`config.mk`:
```
export PLATFORM = sky130hd
export DESIGN_NAME = cap_sense_regs
export DESIGN_NICKNAME = d
export VERILOG_FILES = /design/src/hw/cap_sense_pkg.sv /design/src/hw/cap_sense_regs.sv /design/src/hw/standby_rate_div.sv /design/src/hw/wake_detect.sv
export SDC_FILE = /design/constraint.sdc
export NUM_CORES = 1
export LEC_CHECK = 0
export BUFFER_PORTS_ARGS = -buffer_cell sky130_fd_sc_hd__buf_2
export CAP_MARGIN = 25
export CORE_ASPECT_RATIO = 0.9
export CORE_MARGIN = 10
export CORE_UTILIZATION = 50
export CTS_CLUSTER_SIZE = 8
export DETAILED_ROUTE_END_ITERATION = 10
export GPL_TIMING_DRIVEN = 1
export HOLD_SLACK_MARGIN = 0.1
export PLACE_DENSITY = 0.76
export SYNTH_ARGS = -nofsm -noshare
export SYNTH_HDL_FRONTEND = slang
export SYNTH_SLANG_ARGS = --single-unit
```
`constraint.sdc`:
```
create_clock -name ref_clk -period 10.4 [get_ports ref_clk]
set_input_delay 0.52 -clock ref_clk [delete_from_list [all_inputs] [get_ports ref_clk]]
set_output_delay 0.52 -clock ref_clk [all_outputs]
set_load 0.05 [all_outputs]
```
`src/hw/cap_sense_pkg.sv`:
```
// Package holding the register map, field layout and reset values of the sense front-end registers.
package cap_sense_pkg;

  // ---------------------------------------------------------------------------
  // Bus and data widths
  // ---------------------------------------------------------------------------
  localparam int unsigned ADDR_W   = 8;
  localparam int unsigned DATA_W   = 32;
  localparam int unsigned REG_W    = 8;
  localparam int unsigned IDX_W    = 6;
  localparam int unsigned IDX_LSB  = 2;
  localparam int unsigned OFFSET_W = 6;
  localparam int unsigned DIV_W    = 5;
  localparam int unsigned PROD_W   = 10;
  localparam int unsigned RESULT_W = 12;
  localparam int unsigned THR_W    = 8;
  localparam int unsigned THR_LSB  = 4;
  localparam int unsigned EVT_W    = 4;

  // ---------------------------------------------------------------------------
  // Register indices; the byte address of a register is four times its index
  // ---------------------------------------------------------------------------
  localparam logic [IDX_W-1:0] IDX_CH1_OFFSET = 6'h10;
  localparam logic [IDX_W-1:0] IDX_CH2_OFFSET = 6'h11;
  localparam logic [IDX_W-1:0] IDX_STBY_DIV   = 6'h12;
  localparam logic [IDX_W-1:0] IDX_CH2_SUBDIV = 6'h13;
  localparam logic [IDX_W-1:0] IDX_IRQ_ENABLE = 6'h14;
  localparam logic [IDX_W-1:0] IDX_EVT_STATUS = 6'h15;
  localparam logic [IDX_W-1:0] IDX_THR_ENABLE = 6'h16;

  // ---------------------------------------------------------------------------
  // Field positions of the event, enable and threshold-enable registers
  // ---------------------------------------------------------------------------
  localparam int unsigned EVT_CH1_READY = 0;
  localparam int unsigned EVT_CH2_READY = 1;
  localparam int unsigned EVT_CH1_WAKE  = 2;
  localparam int unsigned EVT_CH2_WAKE  = 3;
  localparam int unsigned THR_CH1_ABS   = 0;
  localparam int unsigned THR_CH1_ROC   = 1;
  localparam int unsigned THR_CH2_ABS   = 2;
  localparam int unsigned THR_CH2_ROC   = 3;

  // ---------------------------------------------------------------------------
  // Reset values
  // ---------------------------------------------------------------------------
  localparam logic [OFFSET_W-1:0] OFFSET_RST = 6'h00;
  localparam logic [DIV_W-1:0]    DIV_RST    = 5'h01;
  localparam logic [DIV_W-1:0]    SUBDIV_RST = 5'h01;
  localparam logic [EVT_W-1:0]    IEN_RST    = 4'h0;
  localparam logic [EVT_W-1:0]    STAT_RST   = 4'h0;
  localparam logic [EVT_W-1:0]    THR_EN_RST = 4'h0;

endpackage

```
`src/hw/cap_sense_regs.sv`:
```
// Register bank of the two-channel capacitance front end with standby rates and interrupts.
//
// The Avalon-MM slave port was decided locally.
`timescale 1ns/1ps
`default_nettype none

// Contract
// - Each offset register holds a 6-bit code, one picofarad per step, up to 63.
// - Unused upper bits of offset, divider, subdivider and enable registers read zero.
// - Any reset clears both offset registers and the interrupt enable register.
// - Any reset loads the standby divider and channel 2 subdivider with one.
// - In standby channel 1 converts slower by the 5-bit shared divider.
// - In standby channel 2 divides by shared divider times its own subdivider.
// - Enable bit 0 lets a channel 1 ready flag raise the interrupt.
// - Enable bit 1 lets a channel 2 ready flag raise the interrupt.
// - Enable bit 2 lets a channel 1 wake-up event raise the interrupt.
// - Enable bit 3 lets a channel 2 wake-up event raise the interrupt.
// - A cleared enable bit keeps its source from causing any interrupt.
// - Standby wake-up compares results against enabled absolute or rate-of-change limits.
module cap_sense_regs
  import cap_sense_pkg::*;
(
  input  wire logic                              ref_clk,
  input  wire logic                              nrst,
  input  wire logic [cap_sense_pkg::ADDR_W-1:0]   avs_address,
  input  wire logic                              avs_read,
  input  wire logic                              avs_write,
  input  wire logic [cap_sense_pkg::DATA_W-1:0]   avs_writedata,
  input  wire logic [3:0]                        avs_byteenable,
  output logic      [cap_sense_pkg::DATA_W-1:0]   avs_readdata,
  output logic                                   avs_waitrequest,
  input  wire logic                              standby,
  input  wire logic                              conv_tick,
  input  wire logic [cap_sense_pkg::RESULT_W-1:0] ch1_result,
  input  wire logic                              ch1_result_valid,
  input  wire logic [cap_sense_pkg::RESULT_W-1:0] ch2_result,
  input  wire logic                              ch2_result_valid,
  input  wire logic [cap_sense_pkg::THR_W-1:0]    ch1_abs_thresh,
  input  wire logic [cap_sense_pkg::THR_W-1:0]    ch1_roc_thresh,
  input  wire logic [cap_sense_pkg::THR_W-1:0]    ch2_abs_thresh,
  input  wire logic [cap_sense_pkg::THR_W-1:0]    ch2_roc_thresh,
  output logic      [cap_sense_pkg::OFFSET_W-1:0] ch1_cap_offset_code,
  output logic      [cap_sense_pkg::OFFSET_W-1:0] ch2_cap_offset_code,
  output logic                                   ch1_conv_start,
  output logic                                   ch2_conv_start,
  output logic                                   irq
);

  import cap_sense_pkg::*;

  // ---------------------------------------------------------------------------
  // State of the bank
  // ---------------------------------------------------------------------------

  // All software-visible fields plus the bus answer state live in one record.
  typedef struct packed {
    logic [OFFSET_W-1:0] off1;
    logic [OFFSET_W-1:0] off2;
    logic [DIV_W-1:0]    div;
    logic [DIV_W-1:0]    sub;
    logic [EVT_W-1:0]    ien;
    logic [EVT_W-1:0]    stat;
    logic [EVT_W-1:0]    thr_en;
    logic                ack;
    logic [REG_W-1:0]    rdata;
    logic                irq;
  } regs_t;

  regs_t s_q;
  regs_t s_d;

  // ---------------------------------------------------------------------------
  // Decode helpers
  // ---------------------------------------------------------------------------

  // True when a byte address selects the register at the given index.
  function automatic logic idx_hit(input logic [ADDR_W-1:0] addr, input logic [IDX_W-1:0] idx);
    idx_hit = (addr[ADDR_W-1:IDX_LSB] == idx);
  endfunction

  // Read value of a register; every bit above a field reads as zero.
  function automatic logic [REG_W-1:0] read_value(input logic [ADDR_W-1:0] addr,
                                                  input regs_t r);
    read_value = '0;
    if (idx_hit(addr, IDX_CH1_OFFSET)) begin
      read_value = REG_W'(r.off1);
    end else if (idx_hit(addr, IDX_CH2_OFFSET)) begin
      read_value = REG_W'(r.off2);
    end else if (idx_hit(addr, IDX_STBY_DIV)) begin
      read_value = REG_W'(r.div);
    end else if (idx_hit(addr, IDX_CH2_SUBDIV)) begin
      read_value = REG_W'(r.sub);
    end else if (idx_hit(addr, IDX_IRQ_ENABLE)) begin
      read_value = REG_W'(r.ien);
    end else if (idx_hit(addr, IDX_EVT_STATUS)) begin
      read_value = REG_W'(r.stat);
    end else if (idx_hit(addr, IDX_THR_ENABLE)) begin
      read_value = REG_W'(r.thr_en);
    end
  endfunction

  // A zero divide field behaves as a ratio of one.
  function automatic logic [DIV_W-1:0] nonzero(input logic [DIV_W-1:0] v);
    nonzero = (v == '0) ? DIV_W'(1) : v;
  endfunction

  // ---------------------------------------------------------------------------
  // Event sources
  // ---------------------------------------------------------------------------

  logic             ch1_wake;
  logic             ch2_wake;
  logic [EVT_W-1:0] evt;
  logic [PROD_W-1:0] ch2_ratio;

  // Channel 1 wake-up detector, fed with the channel 1 limits and enables.
  wake_detect ch1_wake_det (
    .ref_clk      (ref_clk),
    .nrst         (nrst),
    .result       (ch1_result),
    .result_valid (ch1_result_valid),
    .standby      (standby),
    .abs_thresh   (ch1_abs_thresh),
    .roc_thresh   (ch1_roc_thresh),
    .abs_en       (s_q.thr_en[THR_CH1_ABS]),
    .roc_en       (s_q.thr_en[THR_CH1_ROC]),
    .wake         (ch1_wake)
  );

  // Channel 2 wake-up detector, fed with the channel 2 limits and enables.
  wake_detect ch2_wake_det (
    .ref_clk      (ref_clk),
    .nrst         (nrst),
    .result       (ch2_result),
    .result_valid (ch2_result_valid),
    .standby      (standby),
    .abs_thresh   (ch2_abs_thresh),
    .roc_thresh   (ch2_roc_thresh),
    .abs_en       (s_q.thr_en[THR_CH2_ABS]),
    .roc_en       (s_q.thr_en[THR_CH2_ROC]),
    .wake         (ch2_wake)
  );

  // Ready flags follow each finished conversion; wake flags follow the detectors.
  always_comb begin
    evt = '0;
    evt[EVT_CH1_READY] = ch1_result_valid;
    evt[EVT_CH2_READY] = ch2_result_valid;
    evt[EVT_CH1_WAKE] = ch1_wake;
    evt[EVT_CH2_WAKE] = ch2_wake;
  end

  // ---------------------------------------------------------------------------
  // Standby conversion rates
  // ---------------------------------------------------------------------------

  // Channel 2 divides by the product of both fields.
  assign ch2_ratio = PROD_W'(nonzero(s_q.div)) * PROD_W'(nonzero(s_q.sub));

  // Channel 1 start pulses, thinned by the shared divider in standby.
  standby_rate_div #(
    .RATIO_W (PROD_W)
  ) ch1_rate (
    .ref_clk  (ref_clk),
    .nrst     (nrst),
    .tick_in  (conv_tick),
    .divide   (standby),
    .ratio    (PROD_W'(s_q.div)),
    .tick_out (ch1_conv_start)
  );

  // Channel 2 start pulses, thinned by divider times subdivider in standby.
  standby_rate_div #(
    .RATIO_W (PROD_W)
  ) ch2_rate (
    .ref_clk  (ref_clk),
    .nrst     (nrst),
    .tick_in  (conv_tick),
    .divide   (standby),
    .ratio    (ch2_ratio),
    .tick_out (ch2_conv_start)
  );

  // ---------------------------------------------------------------------------
  // Bus slave and register update
  // ---------------------------------------------------------------------------

  logic             req;
  logic             wr_done;
  logic             rd_done;
  logic [EVT_W-1:0] stat_clr;

  // A request is answered on the second edge; writes land on that same edge.
  assign req = avs_read || avs_write;
  assign wr_done = s_q.ack && avs_write && avs_byteenable[0];
  assign rd_done = s_q.ack && avs_read;

  // Status read clears only the bits it returned, so a later event survives.
  assign stat_clr = (rd_done && idx_hit(avs_address, IDX_EVT_STATUS)) ?
                    s_q.rdata[EVT_W-1:0] : '0;

  // Next state of every register and of the bus answer.
  always_comb begin
    s_d = s_q;
    s_d.ack = req && !s_q.ack;
    if (req && !s_q.ack) begin
      s_d.rdata = read_value(avs_address, s_q);
    end
    if (wr_done && idx_hit(avs_address, IDX_CH1_OFFSET)) begin
      s_d.off1 = avs_writedata[OFFSET_W-1:0];
    end
    if (wr_done && idx_hit(avs_address, IDX_CH2_OFFSET)) begin
      s_d.off2 = avs_writedata[OFFSET_W-1:0];
    end
    if (wr_done && idx_hit(avs_address, IDX_STBY_DIV)) begin
      s_d.div = avs_writedata[DIV_W-1:0];
    end
    if (wr_done && idx_hit(avs_address, IDX_CH2_SUBDIV)) begin
      s_d.sub = avs_writedata[DIV_W-1:0];
    end
    if (wr_done && idx_hit(avs_address, IDX_IRQ_ENABLE)) begin
      s_d.ien = avs_writedata[EVT_W-1:0];
    end
    if (wr_done && idx_hit(avs_address, IDX_THR_ENABLE)) begin
      s_d.thr_en = avs_writedata[EVT_W-1:0];
    end
    s_d.stat = (s_q.stat & ~stat_clr) | evt;
    s_d.irq = |(s_d.stat & s_d.ien);
  end

  // State register with the documented reset values.
  always_ff @(posedge ref_clk or negedge nrst) begin
    if (!nrst) begin
      s_q <= '0;
      s_q.off1 <= OFFSET_RST;
      s_q.off2 <= OFFSET_RST;
      s_q.ien <= IEN_RST;
      s_q.div <= DIV_RST;
      s_q.sub <= SUBDIV_RST;
      s_q.stat <= STAT_RST;
      s_q.thr_en <= THR_EN_RST;
    end else begin
      s_q <= s_d;
    end
  end

  // ---------------------------------------------------------------------------
  // Outputs
  // ---------------------------------------------------------------------------

  // Offset codes go straight to the analog front end.
  assign ch1_cap_offset_code = s_q.off1;
  assign ch2_cap_offset_code = s_q.off2;
  assign avs_readdata = DATA_W'(s_q.rdata);
  assign avs_waitrequest = req && !s_q.ack;
  assign irq = s_q.irq;

  logic ien_wr;
  assign ien_wr = wr_done && idx_hit(avs_address, IDX_IRQ_ENABLE);
endmodule

`default_nettype wire

```
`src/hw/standby_rate_div.sv`:
```
// Conversion tick divider that thins the base tick by a ratio while standby is in force.
`timescale 1ns/1ps
`default_nettype none

module standby_rate_div #(
  parameter int unsigned RATIO_W = 10
) (
  input  wire logic               ref_clk,
  input  wire logic               nrst,
  input  wire logic               tick_in,
  input  wire logic               divide,
  input  wire logic [RATIO_W-1:0] ratio,
  output logic                    tick_out
);

  typedef struct packed {
    logic [RATIO_W-1:0] cnt;
    logic               pulse;
  } div_state_t;

  div_state_t         s_q;
  div_state_t         s_d;
  logic [RATIO_W-1:0] ratio_eff;

  // A zero ratio behaves as one; the counter wraps after ratio ticks in standby.
  always_comb begin
    ratio_eff = (ratio == '0) ? RATIO_W'(1) : ratio;
    s_d = s_q;
    s_d.pulse = 1'b0;
    if (tick_in) begin
      if (!divide || (s_q.cnt >= ratio_eff - RATIO_W'(1))) begin
        s_d.cnt = '0;
        s_d.pulse = 1'b1;
      end else begin
        s_d.cnt = s_q.cnt + RATIO_W'(1);
      end
    end
  end

  // State register.
  always_ff @(posedge ref_clk or negedge nrst) begin
    if (!nrst) begin
      s_q <= '0;
    end else begin
      s_q <= s_d;
    end
  end

  assign tick_out = s_q.pulse;

  // Helper: ticks seen since the last output pulse, and whether the ratio held still.
  logic [RATIO_W:0]   seen_q;
  logic               steady_q;
  logic [RATIO_W-1:0] ratio_prev_q;
  always_ff @(posedge ref_clk or negedge nrst) begin
    if (!nrst) begin
      seen_q <= '0;
      steady_q <= 1'b0;
      ratio_prev_q <= '0;
    end else begin
      seen_q <= (s_q.pulse ? '0 : seen_q) + (RATIO_W+1)'(tick_in);
      steady_q <= s_q.pulse ? 1'b1 : (steady_q && divide && (ratio == ratio_prev_q));
      ratio_prev_q <= ratio;
    end
  end
endmodule

`default_nettype wire

```
`src/hw/wake_detect.sv`:
```
// Standby wake-up detector comparing each conversion against absolute and rate-of-change limits.
`timescale 1ns/1ps
`default_nettype none

module wake_detect
  import cap_sense_pkg::*;
(
  input  wire logic                              ref_clk,
  input  wire logic                              nrst,
  input  wire logic [cap_sense_pkg::RESULT_W-1:0] result,
  input  wire logic                              result_valid,
  input  wire logic                              standby,
  input  wire logic [cap_sense_pkg::THR_W-1:0]    abs_thresh,
  input  wire logic [cap_sense_pkg::THR_W-1:0]    roc_thresh,
  input  wire logic                              abs_en,
  input  wire logic                              roc_en,
  output logic                                    wake
);

  import cap_sense_pkg::*;

  typedef struct packed {
    logic [RESULT_W-1:0] prev;
    logic                primed;
    logic                wake;
  } wake_state_t;

  wake_state_t         s_q;
  wake_state_t         s_d;
  logic [RESULT_W-1:0] delta;
  logic                abs_hit;
  logic                roc_hit;

  // Only enabled limits count; the rate limit needs one earlier result to compare with.
  always_comb begin
    delta = (result >= s_q.prev) ? (result - s_q.prev) : (s_q.prev - result);
    abs_hit = abs_en && (result[RESULT_W-1:THR_LSB] > abs_thresh);
    roc_hit = roc_en && s_q.primed && (delta[RESULT_W-1:THR_LSB] > roc_thresh);
    s_d = s_q;
    s_d.wake = 1'b0;
    if (result_valid) begin
      s_d.prev = result;
      s_d.primed = 1'b1;
      s_d.wake = standby && (abs_hit || roc_hit);
    end
  end

  // State register.
  always_ff @(posedge ref_clk or negedge nrst) begin
    if (!nrst) begin
      s_q <= '0;
    end else begin
      s_q <= s_d;
    end
  end

  assign wake = s_q.wake;
endmodule

`default_nettype wire

```
==> results.ini, run 1 <==
[cts]
clk-insertion-delay-late_ps=350
cts.sinks=92
cts_hold_buf=1
cts_root_buf=clkbuf_16
clk_pin_slew_worst_paths_ps=70
cts_resized=0
cts_buffer_depth=2
cts_tree=yes
numCtsBuffers=9
htree_levels=3
cts_setup_buffers=0

[setup_path]
cp_slowest_cell=fa_1
timing.rr.end=ch2_rate.s_q[1]$_DFFE_PN0P_
endpoint_kind=register
reg2reg_setup_slack_ps=3400
max_stage_delay_ps=550
r2r_cells=24
crit_path_max_fanout=10
crit_buf_inv=1
required_ps=10690
startpoint_type=register
arrival_ps=7290
rr_startpoint=s_q[30]$_DFFE_PN0P_
path_cells=nor4_1 -> o21ai_0 -> fa_1 -> fa_1 -> fa_1 -> inv_1 -> ha_1 -> a211oi_4 -> o21bai_2 -> a2111oi_2 -> o21ai_0 -> a211oi_4 -> a31oi_1 -> ha_1 -> nand2_1 -> xor2_1 -> ha_1 -> a21oi_1 -> nor2b_1 -> a2111oi_0 -> o21ai_1 -> a221o_1 -> nor2_1 -> mux2_2
cp.depth=24
path_delay_family=compound AO/OA/AOI/OAI gates
crit_type=register to register

[die]
die_x_um=156
pin_count=156
die_h_um=142
die_area_um2=22100
core_area_um2=16200
rows=44
start_util=0.512

[routing]
firstDrtPassIters=4
wl_per_cell_um=15.2
totalWireLength_um=18600
num_vias=6549
vias_per_cell=5.35
drt_iter0_drc=325
drtAntennaViolNets=0
drc=0

[global_routing]
grt_pass1_vias=6531
grt_max_degree=70
grt_use_total=0.164
antenna_found_initial=1
grt_overflow_total=0
grt_pass1_wl_um=30600

[sta]
drv_slew=0
worst_clock_skew_ps=9.28
layout_min_cycle_time_ps=7000
rsz0062_at_grt=false
fin_setup_tns_ps=0
setup_viol=0
max_freq_ghz=0.143
worst_slew_pin_slew_ps=985
hold_violations=0
min_period_over_period=0.673
maxSlewHeadroom=0.338
whs_ps=410

[layout]
syn2layout_area_growth_pct=8.88
utilization=0.557
drive_above_1_share=0.161
nNetsFinal=1248
finalNonFillerCells=1223
multi_input_area_um2=5260
seqCellArea_um2=2300
n_fill_cell=1473

[placed_design]
dp_hpwl_um=15100
dpl.cell_count=1205
gp_routability_congestion=0.905
numPortBuffers=98

[synthesis]
synth_enable_flop_cells=0
yosys-top-cells-area=dfrtp_1 (27%), ha_1 (18%), inv_1 (4.9%), buf_4 (4.0%), o21ai_0 (3.9%)
syn_area_per_cell_um2=8.86
ys_seq_area_frac=0.278
synth_largest_area_cell=dfrtp_1
yosysUniqueCellTypes=69
synth_top_area_share=0.272
synthCells=935
synth_ff_type=dfrtp_1
async_flop_share=1.00
synthesis.area_um2=8280
yosysWarningCount=0
ys_ff_latch=92

[pwr]
ir_drop_mv=0.0783
powerDensity_nw_per_um2=124
power.leakage_nw=4.79

[job]
maxCapViolCount=0

[status]
outcome=completed

[hold_path]
min_path_type=input port to register
hold_path_end=ch2_wake_det.s_q[5]$_DFFE_PN0P_
holdPathStages=3
hold_start=ch2_result[3]

Yosys cell counts, drive strengths merged (3+ instances only):
library cell,number
a2111oi,4
a211oi,14
a21o,24
a21oi,45
a221o,3
a221oi,3
a22o,5
a31oi,3
and2,11
and3,10
buf,48
clkbuf,15
dfrtp,90
fa,9
ha,121
inv,108
mux2,33
mux2i,16
nand2,77
nand2b,11
nand3,16
nand4,11
nor2,54
nor2b,14
nor3,10
nor4,4
o211ai,4
o21a,4
o21ai,70
o21bai,5
o22ai,10
or2,5
or3,6
xnor2,18
xor2,20
through the flow:
step	total power, W	setup WS [ps]	area, µm²
after global placement	0.000805	3510	8730
after floorplan	0.000727	3990	8380
after global routing	0.00120	2750	9010
final	0.00112	3400	9020
after CTS	0.00113	3400	9010
after detailed placement	0.000816	3440	8730
layer usage:
metal  track usage  share of wire
met1         0.207           0.45
met2         0.277           0.48
met3        0.0375          0.050
met4        0.0433          0.013
met5             0              0
how the worst max path moves through the flow:
stage                        start                           end  slack (ps)
2_1_floorplan  s_q[30]$_DFFE_PN0P_  ch2_rate.s_q[10]$_DFFE_PN0P_        3990
3_3_place_gp   s_q[30]$_DFFE_PN0P_   ch2_rate.s_q[1]$_DFFE_PN0P_        3510
3_5_place_dp   s_q[30]$_DFFE_PN0P_   ch2_rate.s_q[3]$_DFFE_PN0P_        3440
4_1_cts        s_q[30]$_DFFE_PN0P_   ch2_rate.s_q[3]$_DFFE_PN0P_        3400
5_1_grt        s_q[30]$_DFFE_PN0P_   ch2_rate.s_q[4]$_DFFE_PN0P_        2750
6_report       s_q[30]$_DFFE_PN0P_   ch2_rate.s_q[1]$_DFFE_PN0P_        3400
tightest hold or removal path: stages:
cell     delay, ps
buf_2          100
nand2_1         40
o21ai_0         60
report_power, final:
group | internal [W] | switching [W] | leakage [nW]
combinational | 0.000165 | 0.000244 | 3.46
sequential | 0.000382 | 0.0000208 | 1.19
clock | 0.000164 | 0.000147 | 0.138
layout make-up:
class                   count  area share
multi-input cells         699       0.583
flip-flops and latches     92       0.256
repair buffers            100      0.0566
inverters                 108      0.0450
well taps                 207      0.0287
clock buffers              10      0.0254
clock inverters             6     0.00500
diodes                      1    0.000278
registers in the layout, indices dropped and copies added, names as in the netlist, 6 cells and up:
| signal | cells |
|---|---|
| avs_readdata | 6 |
| ch1_rate.s_q | 10 |
| ch2_cap_offset_code | 6 |
| ch1_cap_offset_code | 6 |
| ch2_rate.s_q | 10 |
| ch1_wake_det.s_q | 13 |
| s_q | 23 |
| ch2_wake_det.s_q | 13 |
cell families (layout without fill, tap and decap cells):
kind of cell / after synthesis / in the layout / share of synthesized area
buffers and inverters: 171 / 224 / 0.0987
adders and majority gates: 130 / 130 / 0.205
and+or+nand+nor: 235 / 235 / 0.137
muxes: 50 / 50 / 0.0669
other: 2 / 30 / 0.000907
AOI/OAI and AO/OA: 217 / 217 / 0.174
DFF: 92 / 92 / 0.278
xor gates and xnor gates: 38 / 38 / 0.0402
placed cells by master, fill, tap and decap left out, types with 3 or more instances in the layout:
master     synthesis  final
a2111oi_0          3      3
a211oi_1          12     12
a21o_1            24     24
a21oi_1           44     44
a221o_1            3      3
a221oi_1           3      3
a22o_1             5      5
a31oi_1            3      3
and2_1            11     11
and3_1            10     10
buf_2              2     97
clkbuf_16          0      9
conb_1             2     29
dfrtp_1           90     90
fa_1               9      9
ha_1             121    121
inv_1            108    108
inv_6              0      3
mux2_1             5      5
mux2_2            28     28
mux2i_1           16     16
nand2_1           77     77
nand2b_1          11     11
nand3_1           16     16
nand4_1           11     11
nor2_1            54     54
nor2b_1           14     14
nor3_1            10     10
nor4_1             3      3
o211ai_1           4      4
o21a_1             4      4
o21ai_0           64     64
o21ai_1            6      6
o21bai_1           4      4
o22ai_1           10     10
or2_2              5      5
or3_1              6      6
xnor2_1           18     18
xor2_1            20     20
No activity file was read; power rests on OpenSTA's default activity.
==> run 2, diff against run 1 <==
- clock period: 10.4 -> 6.6 ns (I/O delays scaled with it)
==> run 2 against run 1 <==
Effect of this change: sequential power increased by 57%; non-clock buffer count is 11 higher; register-to-register slack worse by 3100 ps; sequential share of layout area decreased by 0.36 points; final cell count increased by 0.82%.
==> results.ini, run 2 (synthesized netlist as in run 1, its figures left out) <==
[die]
start_util=0.512  ; unchanged
die_h_um=142  ; unchanged
core_area_um2=16200  ; unchanged
die_area_um2=22100  ; unchanged
pin_count=156  ; unchanged
rows=44  ; unchanged
die_x_um=156  ; unchanged

[cts]
cts_buffer_depth=2  ; unchanged
cts_tree=yes
htree_levels=3  ; unchanged
clk_pin_slew_worst_paths_ps=70  ; about the same
cts_root_buf=clkbuf_16
clk-insertion-delay-late_ps=340  ; about the same
cts.sinks=92  ; unchanged
numCtsBuffers=9  ; unchanged
cts_setup_buffers=0  ; unchanged

[routing]
firstDrtPassIters=5  ; +1
num_vias=6648  ; +1.5%
totalWireLength_um=18800  ; +1.0%
vias_per_cell=5.39  ; +0.69%
drt_iter0_drc=337  ; +3.7%
wl_per_cell_um=15.3  ; +0.19%
drtAntennaViolNets=0  ; unchanged
drc=0  ; unchanged

[global_routing]
grt_max_degree=71  ; +1.4%
grt_pass1_vias=6415  ; -1.8%
grt_use_total=0.164  ; -0.000191
grt_overflow_total=0  ; unchanged
grt_pass1_wl_um=30300  ; -0.86%
antenna_found_initial=0  ; -1

[sta]
drv_slew=0  ; unchanged
setup_viol=0  ; unchanged
worst_slew_pin_slew_ps=939  ; -45.8 ps
maxSlewHeadroom=0.369  ; +0.0308
worst_clock_skew_ps=6.67  ; -2.61 ps
min_period_over_period=0.950  ; +0.277
max_freq_ghz=0.160  ; +12%
layout_min_cycle_time_ps=6270  ; -727 ps
hold_violations=0  ; unchanged

[setup_path]
max_stage_delay_ps=550  ; about the same
r2r_cells=24  ; unchanged
path_cells=nor4_2 -> o21ai_1 -> fa_1 -> fa_1 -> fa_1 -> inv_1 -> ha_2 -> a21o_1 -> or4_4 -> a32oi_2 -> a21oi_2 -> a211oi_4 -> a31oi_2 -> ha_2 -> nand2_1 -> xor2_1 -> ha_1 -> a21oi_1 -> nor2b_1 -> a2111oi_0 -> o21ai_1 -> a221o_1 -> nor2_2 -> a22o_1
crit_type=register to register
arrival_ps=6560  ; -730 ps
cp_slowest_cell=fa_1
crit_top_cell=fa_1
timing.rr.end=ch2_rate.s_q[4]$_DFFE_PN0P_
startpoint_type=register
worstSetupStartpoint=s_q[31]$_DFFE_PN0P_
crit_path_max_fanout=6  ; -4
endpoint_kind=register
required_ps=6890  ; -3800 ps
crit_buf_inv=1  ; unchanged
path_delay_family=adder cells
rr_startpoint=s_q[31]$_DFFE_PN0P_
reg2reg_setup_slack_ps=330  ; -3070 ps

[layout]
layout_common_cells=ha_1 (119), inv_1 (108), buf_2 (97)
top_regs=s_q x23, ch1_wake_det.s_q x13, ch2_wake_det.s_q x13
syn2layout_area_growth_pct=10.5
largest_reg_flops=23  ; unchanged
layout_commonest_cell=ha_1
regMostFlops=s_q
n_antenna_cell=0  ; -1
nNetsFinal=1259  ; +0.88%
utilization=0.565  ; +0.00804
drive_above_1_share=0.178  ; +0.0178
fin_area_um2=9150  ; +1.4%
finalNonFillerCells=1233  ; +0.82%

[pwr]
powerDensity_nw_per_um2=195  ; +57%
power.leakage_nw=4.84  ; +1.2%
ir_drop_mv=0.149  ; +90%

[placed_design]
dpl_cell_area_um2=8810  ; +0.95%
dp_hpwl_um=15200  ; +0.93%
numPortBuffers=98  ; unchanged
gp_routability_congestion=0.884  ; -2.3%
dpl.cell_count=1216  ; +0.91%

[hold_path]
min_path_type=input port to register
holdPathStages=3  ; unchanged
hold_start=ch2_result[3]
hold_path_end=ch2_wake_det.s_q[5]$_DFFE_PN0P_

[job]
maxCapViolCount=0  ; unchanged

[status]
outcome=completed

## run 2: cell types whose count changed in the layout (fill, tap and decap cells not counted), moves of 2 or more
cell and delta:
buf_4 +11, ha_1 -2, ha_2 +2, o21ai_0 -3
o21ai_1 +2
## run 2: power by group
| part | switching (W) | leakage (nW) | internal [W] |
|---|---|---|---|
| combinational | 0.000392 | 3.52 | 0.000270 |
| clock | 0.000234 | 0.139 | 0.000261 |
| sequential | 0.0000290 | 1.19 | 0.000601 |
| total | 0.000656 | 4.84 | 0.00113 |
## run 2: what timing repair did
| action | 4_1_cts | 5_1_grt |
|---|---|---|
| gates resized for setup | 1 | 13 |
| hold buffers | 1 | 0 |
| endpoints found under the hold margin | 22 | 0 |
| pin swaps | 0 | 4 |
| endpoints found under the setup margin | 2 | 11 |
## run 2: layer usage
metal / global-route usage / wire (µm) / vias to the layer above
met5: 0 / 0 / -
li1: - / - / 3349
met4: 0.0399 / 233 / 0
met1: 0.207 / 8430 / 3141
met2: 0.281 / 9190 / 143
met3: 0.0332 / 976 / 15
## run 2: metrics by stage
stage	worst slack (ps)	TNS (ps)	power (W)	hold WS, ps
after floorplan	191	0	0.00114	34.4
after global placement	118	0	0.00128	240
after detailed placement	39.9	0	0.00129	243
after CTS	15.9	0	0.00180	213
after global routing	-14.9	-29.7	0.00192	221
final	331	0	0.00179	222
## run 2: worst reg2reg max path: stages, from the launching register on
cell and delay, ps:
dfrtp_1 390, nor4_2 320, o21ai_1 120, fa_1 490
fa_1 520, fa_1 550, inv_1 50, ha_2 320
a21o_1 220, or4_4 500, a32oi_2 200, a21oi_2 80
a211oi_4 200, a31oi_2 130, ha_2 240, nand2_1 70
xor2_1 150, ha_1 260, a21oi_1 160, nor2b_1 60
a2111oi_0 300, o21ai_1 110, a221o_1 430, nor2_2 180
a22o_1 170
## run 2: area by class of cell
| cell class | instances | area, µm² |
|---|---|---|
| timing repair buffer | 111 | 593 |
| multi-input combinational | 699 | 5310 |
| tap | 207 | 259 |
| clock inverter | 6 | 47.5 |
| fill | 1521 | 7040 |
| clock buffer | 10 | 229 |
| sequential | 92 | 2300 |
| inverter | 108 | 405 |
## run 2: worst max-delay path by stage
stage	to	depth (start not counted)	slack (ps)
CTS	ch2_rate.s_q[6]$_DFFE_PN0P_	24	20
global placement	ch2_rate.s_q[1]$_DFFE_PN0P_	24	120
floorplan	ch2_rate.s_q[10]$_DFFE_PN0P_	26	190
global route	ch2_rate.s_q[6]$_DFFE_PN0P_	24	-10
finish	ch2_rate.s_q[4]$_DFFE_PN0P_	24	330
detailed placement	ch2_rate.s_q[4]$_DFFE_PN0P_	24	40
==> run 3, diff against run 2 <==
- PLACE_DENSITY: 0.76 -> 0.79
- SLEW_MARGIN: unset -> 25
- clock period: 6.6 -> 5.6 ns (I/O delays scaled with it)
==> run 3 against run 2 <==
Effect of this change: the run now ends with negative setup slack left; routed wire length up 4.0%; final area up 4.5%; non-clock buffer count up 32; via count up 1.8%; sequential share of layout area down 1.1 points; count of clock-buffer cells in the layout unchanged; flip-flop and latch count unchanged; highest routed layer unchanged.
==> results.ini, run 3 (synthesized netlist as in run 1, its figures left out) <==
[layout]
n_antenna_cell=0  ; unchanged
syn2layout_area_growth_pct=15.4
drive_above_1_share=0.226  ; +0.0475
layout_commonest_cell=ha_1
top_regs=s_q x23, ch1_wake_det.s_q x13, ch2_wake_det.s_q x13
finalNonFillerCells=1265  ; +2.6%
layout_common_cells=ha_1 (116), inv_1 (105), buf_2 (97)
largest_reg_flops=23  ; unchanged
nNetsFinal=1291  ; +2.5%
regMostFlops=s_q

[placed_design]
dpl.cell_count=1239  ; +1.9%
gp_routability_congestion=0.909  ; +2.8%
dp_hpwl_um=15500  ; +1.8%
numPortBuffers=98  ; unchanged

[die]
pin_count=156  ; unchanged
die_x_um=156  ; unchanged
die_h_um=142  ; unchanged
core_area_um2=16200  ; unchanged
start_util=0.512  ; unchanged
rows=44  ; unchanged
die_area_um2=22100  ; unchanged

[setup_path]
max_stage_delay_ps=550  ; about the same
reg2reg_setup_slack_ps=-330  ; -660 ps
r2r_cells=26  ; +8.3%
crit_type=register to register
timing.rr.end=ch2_rate.s_q[3]$_DFFE_PN0P_
arrival_ps=6210  ; -350 ps
startpoint_type=register
cp_slowest_cell=fa_2
rr_startpoint=s_q[28]$_DFFE_PN0P_
required_ps=5880  ; -1010 ps
crit_path_max_fanout=6  ; unchanged
path_delay_family=compound AO/OA/AOI/OAI gates
crit_buf_inv=3  ; +2
endpoint_kind=register

[sta]
hold_violations=0  ; unchanged
whs_ps=173  ; -49.0 ps
worst_clock_skew_ps=7.99  ; +1.32 ps
setup_viol=11  ; +11
fin_setup_tns_ps=-3230  ; -3230 ps
rsz0062_at_grt=true
layout_min_cycle_time_ps=5930  ; -341 ps
fin_ws_ps=-328  ; -659 ps
max_freq_ghz=0.169  ; +5.7%
maxSlewHeadroom=0.383  ; +0.0135
drv_slew=0  ; unchanged
worst_slew_pin_slew_ps=926  ; -13.0 ps
min_period_over_period=1.06  ; +0.109

[cts]
cts_buffer_depth=2  ; unchanged
cts_tree=yes
cts_root_buf=clkbuf_16
htree_levels=3  ; unchanged
clk_pin_slew_worst_paths_ps=70  ; about the same
clk-insertion-delay-late_ps=350  ; about the same
cts.sinks=92  ; unchanged
numCtsBuffers=9  ; unchanged

[routing]
firstDrtPassIters=5  ; unchanged
num_vias=6766  ; +1.8%
drt_iter0_drc=410  ; +22%
totalWireLength_um=19600  ; +4.0%
drc=0  ; unchanged
drtAntennaViolNets=0  ; unchanged
vias_per_cell=5.35  ; -0.80%
wl_per_cell_um=15.5  ; +1.4%

[hold_path]
hold_path_end=ch2_cap_offset_code[5]$_DFFE_PN0P_
min_path_type=input port to register
hold_start=avs_writedata[5]
holdPathStages=2  ; -1

[global_routing]
grt_use_total=0.172  ; +0.00820
grt_pass1_vias=6723  ; +4.8%
grt_pass1_wl_um=31900  ; +5.1%
antenna_found_initial=0  ; unchanged
grt_overflow_total=0  ; unchanged
grt_max_degree=72  ; +1.4%

[job]
maxCapViolCount=0  ; unchanged

[pwr]
power.leakage_nw=5.03  ; +3.9%
powerDensity_nw_per_um2=233  ; +19%
ir_drop_mv=0.204  ; +37%

[status]
outcome=finished with violations
violations=negative setup slack

-- run 3: layer usage --
metal | GRT usage | vias up | share of wire
met5 | 0 | - | 0
met4 | 0.0463 | 0 | 0.016
met3 | 0.0372 | 23 | 0.045
met2 | 0.291 | 132 | 0.48
met1 | 0.218 | 3205 | 0.46
li1 | - | 3406 | -
-- run 3: worst reg2reg max path, cell delays in order, from the launching register on --
cell       delay, ps
dfrtp_1          410
nor4_4           290
o21ai_1          120
fa_1             510
fa_1             440
fa_2             550
inv_2             40
ha_4             250
a21o_1           190
buf_4            140
a21oi_2          150
and3b_1          220
a21oi_2          210
a211oi_4          60
a31oi_2          170
ha_2             240
buf_6            100
a21oi_2           40
a211oi_2         150
o21ai_1          110
xnor2_1          140
ha_2             190
a2111oi_4        270
o21ai_1          100
a221o_2          450
nor2_4           140
a22o_1           160
-- run 3: layout make-up --
type / count / area (µm²)
clock buffer: 10 / 239
clock inverter: 6 / 68.8
fill: 1397 / 6630
inverter: 108 / 405
multi-input combinational: 699 / 5450
sequential: 92 / 2300
tap: 207 / 259
timing repair buffer: 143 / 837
-- run 3: worst max-delay path by stage --
stage                                    from                            to  slack (ps)  cells after the start
final                     s_q[28]$_DFFE_PN0P_   ch2_rate.s_q[3]$_DFFE_PN0P_        -330                     26
after global routing      s_q[28]$_DFFE_PN0P_   ch2_rate.s_q[3]$_DFFE_PN0P_        -600                     29
after CTS                 s_q[31]$_DFFE_PN0P_   ch2_rate.s_q[3]$_DFFE_PN0P_        -390                     24
after detailed placement  s_q[28]$_DFFE_PN0P_   ch2_rate.s_q[3]$_DFFE_PN0P_        -590                     28
after global placement    s_q[28]$_DFFE_PN0P_   ch2_rate.s_q[1]$_DFFE_PN0P_        -440                     24
after floorplan           s_q[28]$_DFFE_PN0P_  ch2_rate.s_q[10]$_DFFE_PN0P_        -360                     25
-- run 3: power by group --
part / leakage [nW] / switching (W) / internal (W)
clock: 0.150 / 0.000276 / 0.000362
sequential: 1.19 / 0.0000347 / 0.000709
combinational: 3.69 / 0.000486 / 0.000360
total: 5.03 / 0.000797 / 0.00143
-- run 3: through the flow --
step	setup WS (ps)	util	power, W	instance area [µm²]
global placement	-441	0.558	0.00153	9030
global route	-597	0.591	0.00238	9560
finish	-328	0.591	0.00223	9560
CTS	-392	0.584	0.00223	9460
detailed placement	-591	0.558	0.00155	9030
floorplan	-365	-	0.00136	8440
-- run 3: repair_timing --
action                                  in CTS  in global routing
pin swaps                                   18                 18
setup buffers                                6                  3
endpoints found under the setup margin      11                 11
hold buffers                                 1                  0
resized for setup                           14                 21
endpoints found under the hold margin       21                  0
